### config.mk
export PLATFORM = sky130hd
export DESIGN_NAME = rsm_regs
export DESIGN_NICKNAME = d
export VERILOG_FILES = /design/src/design/rsm_regs.v
export VERILOG_INCLUDE_DIRS = /design/src /design/src/common
export SDC_FILE = /design/constraint.sdc
export NUM_CORES = 1
export LEC_CHECK = 0
export BUFFER_PORTS_ARGS = -buffer_cell sky130_fd_sc_hd__clkbuf_2
export CELL_PAD_IN_SITES_DETAIL_PLACEMENT = 0
export CELL_PAD_IN_SITES_GLOBAL_PLACEMENT = 1
export CORE_MARGIN = 2
export CORE_UTILIZATION = 32
export CTS_BUF_LIST = sky130_fd_sc_hd__clkbuf_4 sky130_fd_sc_hd__clkbuf_8 sky130_fd_sc_hd__clkbuf_16
export DETAILED_ROUTE_END_ITERATION = 8
export HOLD_SLACK_MARGIN = 0.15
export PLACE_DENSITY = 0.92
export SYNTH_ARGS = -nofsm -noshare
export SYNTH_HDL_FRONTEND = slang
export SYNTH_SLANG_ARGS = --single-unit
### constraint.sdc
create_clock -name core_clk -period 4.1 [get_ports core_clk]
set_input_delay 0.615 -clock core_clk [delete_from_list [all_inputs] [get_ports core_clk]]
set_output_delay 0.615 -clock core_clk [all_outputs]
set_load 0.02 [all_outputs]
### src/common/rsm_consts.vh
// register offsets, field positions and reset values of the live status and mask bank
// assumes a 32-bit apb slave, one aligned word per register
`ifndef RSM_CONSTS_VH
`define RSM_CONSTS_VH

// ----------------------------------------
// register indexes (byte address = 4 x index)
// ----------------------------------------
`define RSM_IDX_STEPDOWN_STAT  8'h26
`define RSM_IDX_BOOST_STAT     8'h27
`define RSM_IDX_MONITOR_STAT   8'h28
`define RSM_IDX_TOP_MASK1      8'h29
`define RSM_IDX_TOP_LIVE       8'h25
`define RSM_IDX_EVT_FLAGS      8'h30
`define RSM_IDX_EVT_MASK       8'h31

// ----------------------------------------
// step-down status fields
// ----------------------------------------
`define RSM_SD_B_EN      7
`define RSM_SD_B_PG      6
`define RSM_SD_B_ILIM    4
`define RSM_SD_A_EN      3
`define RSM_SD_A_PG      2
`define RSM_SD_A_ILIM    0

// ----------------------------------------
// boost and monitor status fields
// ----------------------------------------
`define RSM_BO_EN        3
`define RSM_BO_PG        2
`define RSM_BO_ILIM      0
`define RSM_MON_B        4
`define RSM_MON_A        2
`define RSM_MON_ANA      0

// ----------------------------------------
// top mask and top live fields
// ----------------------------------------
`define RSM_MK_MEAS      7
`define RSM_MK_CLK       3
`define RSM_MK_THERM     1
`define RSM_TOP_THERM    1
`define RSM_TOP_CLK      3
`define RSM_MK1_WMASK    8'h8a

// ----------------------------------------
// event flag / mask fields
// ----------------------------------------
`define RSM_EV_MEAS      0
`define RSM_EV_CLK       1
`define RSM_EV_THERM     2
`define RSM_EV_A_PG      3
`define RSM_EV_B_PG      4
`define RSM_EV_BO_PG     5
`define RSM_EV_BITS      6
`define RSM_EV_MASK_RST  6'h38

`endif

### src/design/rsm_regs.v
// live converter/monitor status, first top mask and event flag registers over apb
// assumes raw status inputs synchronous to core_clk; top mask default comes from otp pins
//
// Added by the designer: register access over APB.
`timescale 1ns/100ps
`include "rsm_consts.vh"

module rsm_regs (
	// clock and reset
	input  wire        core_clk,
	input  wire        srst,
	// apb slave
	input  wire        psel,
	input  wire        penable,
	input  wire        pwrite,
	input  wire [11:0] paddr,
	input  wire [31:0] pwdata,
	input  wire [3:0]  pstrb,
	output wire        pready,
	output wire        pslverr,
	output reg  [31:0] prdata,
	// raw converter state
	input  wire        conv_a_enabled,
	input  wire        conv_b_enabled,
	input  wire        conv_a_output_valid,
	input  wire        conv_b_output_valid,
	input  wire        conv_a_at_current_limit,
	input  wire        conv_b_at_current_limit,
	input  wire        stepup_enabled,
	input  wire        stepup_output_valid,
	input  wire        stepup_at_current_limit,
	// raw monitors
	input  wire        ext_monitor_a_valid,
	input  wire        ext_monitor_b_valid,
	input  wire        analog_supply_valid,
	input  wire        thermal_warning_live,
	input  wire        ext_clock_invalid,
	// event pulses
	input  wire        load_meas_done,
	input  wire        ext_clock_event,
	// otp defaults for the top mask
	input  wire [7:0]  otp_top_mask_first,
	// interrupt
	output wire        irq
);

	// ----------------------------------------
	// state
	// ----------------------------------------
	reg  [7:0]              top_event_mask_first;
	reg                     otp_loaded;
	reg  [`RSM_EV_BITS-1:0] event_flags;
	reg  [`RSM_EV_BITS-1:0] event_mask;
	reg  [2:0]              pg_prev;
	reg                     therm_prev;

	wire       wr_en   = psel & penable & pwrite & pstrb[0];
	wire       rd_en   = psel & ~pwrite;
	wire [7:0] idx     = paddr[9:2];
	wire       aligned = (paddr[1:0] == 2'h0) & (paddr[11:10] == 2'h0);

	function hit;
		input [7:0] want;
		begin
			hit = aligned & (idx == want);
		end
	endfunction

	wire mapped = hit(`RSM_IDX_STEPDOWN_STAT) | hit(`RSM_IDX_BOOST_STAT)
		| hit(`RSM_IDX_MONITOR_STAT) | hit(`RSM_IDX_TOP_MASK1)
		| hit(`RSM_IDX_TOP_LIVE) | hit(`RSM_IDX_EVT_FLAGS) | hit(`RSM_IDX_EVT_MASK);

	assign pready  = 1'b1;
	assign pslverr = psel & penable & ~mapped;

	// ----------------------------------------
	// live status words
	// ----------------------------------------
	reg [7:0] sd_word;
	reg [7:0] bo_word;
	reg [7:0] mon_word;
	reg [7:0] top_word;

	always @* begin
		sd_word = 8'h00;
		sd_word[`RSM_SD_B_EN]   = conv_b_enabled;
		sd_word[`RSM_SD_A_EN]   = conv_a_enabled;
		sd_word[`RSM_SD_B_PG]   = conv_b_output_valid;
		sd_word[`RSM_SD_A_PG]   = conv_a_output_valid;
		sd_word[`RSM_SD_B_ILIM] = conv_b_at_current_limit;
		sd_word[`RSM_SD_A_ILIM] = conv_a_at_current_limit;
		bo_word = 8'h00;
		bo_word[`RSM_BO_EN]   = stepup_enabled;
		bo_word[`RSM_BO_PG]   = stepup_output_valid;
		bo_word[`RSM_BO_ILIM] = stepup_at_current_limit;
		mon_word = 8'h00;
		mon_word[`RSM_MON_B]   = ext_monitor_b_valid;
		mon_word[`RSM_MON_A]   = ext_monitor_a_valid;
		mon_word[`RSM_MON_ANA] = analog_supply_valid;
		top_word = 8'h00;
		top_word[`RSM_TOP_THERM] = thermal_warning_live;
		top_word[`RSM_TOP_CLK]   = ext_clock_invalid;
	end

	// ----------------------------------------
	// event detection
	// ----------------------------------------
	wire [2:0] pg_now = {stepup_output_valid, conv_b_output_valid, conv_a_output_valid};
	wire [2:0] pg_evt = pg_now ^ pg_prev;
	reg  [`RSM_EV_BITS-1:0] ev_set;

	always @* begin
		ev_set = {`RSM_EV_BITS{1'b0}};
		ev_set[`RSM_EV_MEAS]  = load_meas_done & ~top_event_mask_first[`RSM_MK_MEAS];
		ev_set[`RSM_EV_CLK]   = ext_clock_event & ~top_event_mask_first[`RSM_MK_CLK];
		ev_set[`RSM_EV_THERM] = thermal_warning_live & ~therm_prev
			& ~top_event_mask_first[`RSM_MK_THERM];
		ev_set[`RSM_EV_A_PG]  = pg_evt[0];
		ev_set[`RSM_EV_B_PG]  = pg_evt[1];
		ev_set[`RSM_EV_BO_PG] = pg_evt[2];
	end

	// ----------------------------------------
	// registers
	// ----------------------------------------
	wire [`RSM_EV_BITS-1:0] clr_bits = (wr_en & hit(`RSM_IDX_EVT_FLAGS))
		? pwdata[`RSM_EV_BITS-1:0] : {`RSM_EV_BITS{1'b0}};

	always @(posedge core_clk) begin
		if (srst) begin
			top_event_mask_first <= 8'h00;
			otp_loaded           <= 1'b0;
			event_flags          <= {`RSM_EV_BITS{1'b0}};
			event_mask           <= `RSM_EV_MASK_RST;
			pg_prev              <= 3'h0;
			therm_prev           <= 1'b0;
		end else begin
			pg_prev    <= pg_now;
			therm_prev <= thermal_warning_live;
			// otp default taken on the first cycle after reset release
			if (!otp_loaded) begin
				otp_loaded           <= 1'b1;
				top_event_mask_first <= otp_top_mask_first & `RSM_MK1_WMASK;
			end else if (wr_en && hit(`RSM_IDX_TOP_MASK1)) begin
				top_event_mask_first <= pwdata[7:0] & `RSM_MK1_WMASK;
			end
			// set wins over a simultaneous write-one clear
			event_flags <= (event_flags & ~clr_bits) | ev_set;
			if (wr_en && hit(`RSM_IDX_EVT_MASK))
				event_mask <= pwdata[`RSM_EV_BITS-1:0];
		end
	end

	assign irq = |(event_flags & ~event_mask);

	// ----------------------------------------
	// read data
	// ----------------------------------------
	always @(posedge core_clk) begin
		if (srst) begin
			prdata <= 32'h0000_0000;
		end else if (rd_en && !penable) begin
			prdata <= 32'h0000_0000;
			if (hit(`RSM_IDX_STEPDOWN_STAT))
				prdata[7:0] <= sd_word;
			else if (hit(`RSM_IDX_BOOST_STAT))
				prdata[7:0] <= bo_word;
			else if (hit(`RSM_IDX_MONITOR_STAT))
				prdata[7:0] <= mon_word;
			else if (hit(`RSM_IDX_TOP_MASK1))
				prdata[7:0] <= top_event_mask_first;
			else if (hit(`RSM_IDX_TOP_LIVE))
				prdata[7:0] <= top_word;
			else if (hit(`RSM_IDX_EVT_FLAGS))
				prdata[`RSM_EV_BITS-1:0] <= event_flags;
			else if (hit(`RSM_IDX_EVT_MASK))
				prdata[`RSM_EV_BITS-1:0] <= event_mask;
		end
	end

endmodule

==> results.cfg <==
[run_status]
status = complete, no violations

[yosys]
ys_ff_latch = 28
synth.most_common_cell = dfxtp_1
yosysTopAreaCellShare_pct = 30.7
synth.area.top_cells = dfxtp_1 (31%), buf_4 (11%), nand3_1 (5.5%), o21ai_0 (5.2%), a21oi_1 (4.9%)
synth_cells = 227
yosysWarnings = 0
synth_cell_type_count = 51
syn_area_um2 = 1820
synth_ff_type = dfxtp_1
synth_edf_count = 0
synth.avg_cell_area_um2 = 8.03
ys_seq_area_share_pct = 30.7
synth_top_area_cell = dfxtp_1
ys_async_sr_fraction_pct = 0
synth_common_cells = dfxtp_1 (28), buf_4 (26), nand3_1 (20)

[die]
die_h_um = 79.5
die_w_um = 79.5
num_rows = 27
initial_utilization_pct = 33.1
die_area_um2 = 6320
ios = 112
coreArea_um2 = 5510

[clock_tree]
cts_setup_buffers = 0
cts_buffers = 3
cts_repair_resize_count = 0
root_buffer = clkbuf_8
cts_max_path_buffers = 2
clock_latency_ps = 270
cts_num_sinks = 28
clkTransAtPathRegs_ps = 90
cts_tree = built
ctsHoldBuffers = 0
h-tree-depth = 1

[sta]
slew_headroom_pct = 30.7
fin_crit_ps = 2400
fin_ws_ps = 1700
setup_viol = 0
rsz0062_at_grt = no
worst_pin_slew_ps = 1040
whs_ps = 455
finalHoldViolCount = 0
fmax_mhz = 417
tns_ps = 0
clock_skew_ps = 7.24
drv_slew = 0
fin_crit_sh_pct = 58.5

[grt]
grt_pass1_vias = 1573
grt_pass1_wl_mm = 7.56
overflow = 0
antenna_found_initial = 0
grt_max_degree = 24
track_usage_pct = 14.9

[setup_path]
crit_arrival_ps = 1780
path_max_fanout = 8
path_class = primary input to primary output
crit_required_ps = 3480
cp-end-kind = primary output
startpoint_type = primary input

[power_and_ir_drop]
power.share.clock_pct = 34.8
power_density_nw_per_um2 = 297
p_sw_w = 0.000165
p_leak_nw = 0.827
pwr-share-comb_pct = 18.3
p_sw_share_pct = 26.6
p_int_w = 0.000455
max-vdd-ir-drop_uv = 169
seqPwrFrac_pct = 46.9

[drt]
drc = 0
first_iter_violations = 120
ant_nets = 0
routedWlPerCell_um = 13.3
detail_route.vias_per_cell = 4.99
firstDrtPassIters = 4
vias = 1701
drt-total-wl_mm = 4.54

[placed_design]
dp.cells = 337
port_buffers = 53
hpwl_mm = 3.53
gp_congestion = 0.825
place_ws_ps = 1710

[layout]
drive_above_1_share_pct = 25.3
n_antenna_cell = 0
finalNonFillerCells = 341
fill_cells = 590
nets = 347
areaGrowthSynthToFinish_pct = 14.6

[run]
maxCapViolCount = 0

[hold_path]
hp-class = flop to flop
[layer usage]
layer / part of all wire [%] / global-route usage, % / vias up
met5: 0 / 0 / -
met4: 0.37 / 2.07 / 0
met3: 7.9 / 3.85 / 2
met2: 45 / 23.9 / 67
met1: 46 / 20.5 / 774
li1: - / - / 858
[cell usage in the layout (no fill, tap or decap), types with 3 or more instances in the layout]
master    instances
a21oi_1          18
nor3b_1           5
o21ai_0          19
conb_1           25
clkbuf_2         53
mux2_2            4
nor2_1            4
nor2b_1           6
nand2b_1          3
nand2_1          14
nor4bb_1          3
nand3_1          20
a311oi_1          3
clkbuf_8          3
a32oi_1           3
inv_1            11
dfxtp_1          28
mux2i_1           3
xnor2_1           4
[worst max-delay path, stage by stage]
cell      delay [ps]
clkbuf_2         100
nor3b_1          680
a31oi_1          190
clkbuf_2         200
[state kept, by name, summed over array words and instances, names as in the netlist]
register,cells
pg_prev,3
top_event_mask_first,3
event_flags,6
therm_prev,1
otp_loaded,1
event_mask,6
prdata,8
[path summary, 6_finish.rpt]
check	from	depth (start not counted)	end	slack (ps)
hold reg to reg	prdata[2]$_SDFFE_PP0P_	2	prdata[2]$_SDFFE_PP0P_	460
setup reg to reg	otp_loaded$_DFF_P_	3	top_event_mask_first[7]$_SDFFE_PP0P_	2930
setup / recovery	paddr[9]	4	pslverr	1700
hold / removal	prdata[2]$_SDFFE_PP0P_	2	prdata[2]$_SDFFE_PP0P_	460
[cell families after synthesis]
logic type / synth area share [%]
AO/OA/AOI/OAI: 20.2
XOR/XNOR: 1.92
buffers and inverters: 16.6
flip-flops: 30.7
multiplexers: 4.12
other: 0.412
AND/OR/NAND/NOR: 26.0
[power by group through the flow]
| stage | logic [W] | clock network [W] | registers, W |
|---|---|---|---|
| 2_1_floorplan | 0.0000947 | 0 | 0.000294 |
| 3_3_place_gp | 0.000112 | 0 | 0.000296 |
| 3_5_place_dp | 0.000113 | 0 | 0.000297 |
| 4_1_cts | 0.000113 | 0.000219 | 0.000290 |
| 5_1_grt | 0.000127 | 0.000232 | 0.000292 |
| 6_report | 0.000113 | 0.000216 | 0.000290 |
[through the flow]
step           util, %  area [µm²]  total power (W)
6_report          37.9        2090         0.000620
5_1_grt           37.9        2090         0.000651
4_1_cts           37.9        2090         0.000623
3_5_place_dp      36.6        2020         0.000409
3_3_place_gp      36.6        2020         0.000408
2_1_floorplan        -        1910         0.000389
[layout make-up]
type                       instances  area [µm²]  area share (%)
inverter                          11        41.3            1.98
sequential                        28         561            26.8
multi-input combinational        172        1050            50.4
timing repair buffer              54         273            13.1
clock inverter                     1        30.0            1.44
tap                               72        90.1            4.31
clock buffer                       3        41.3            1.98
Power figures use the tool's default switching activity.
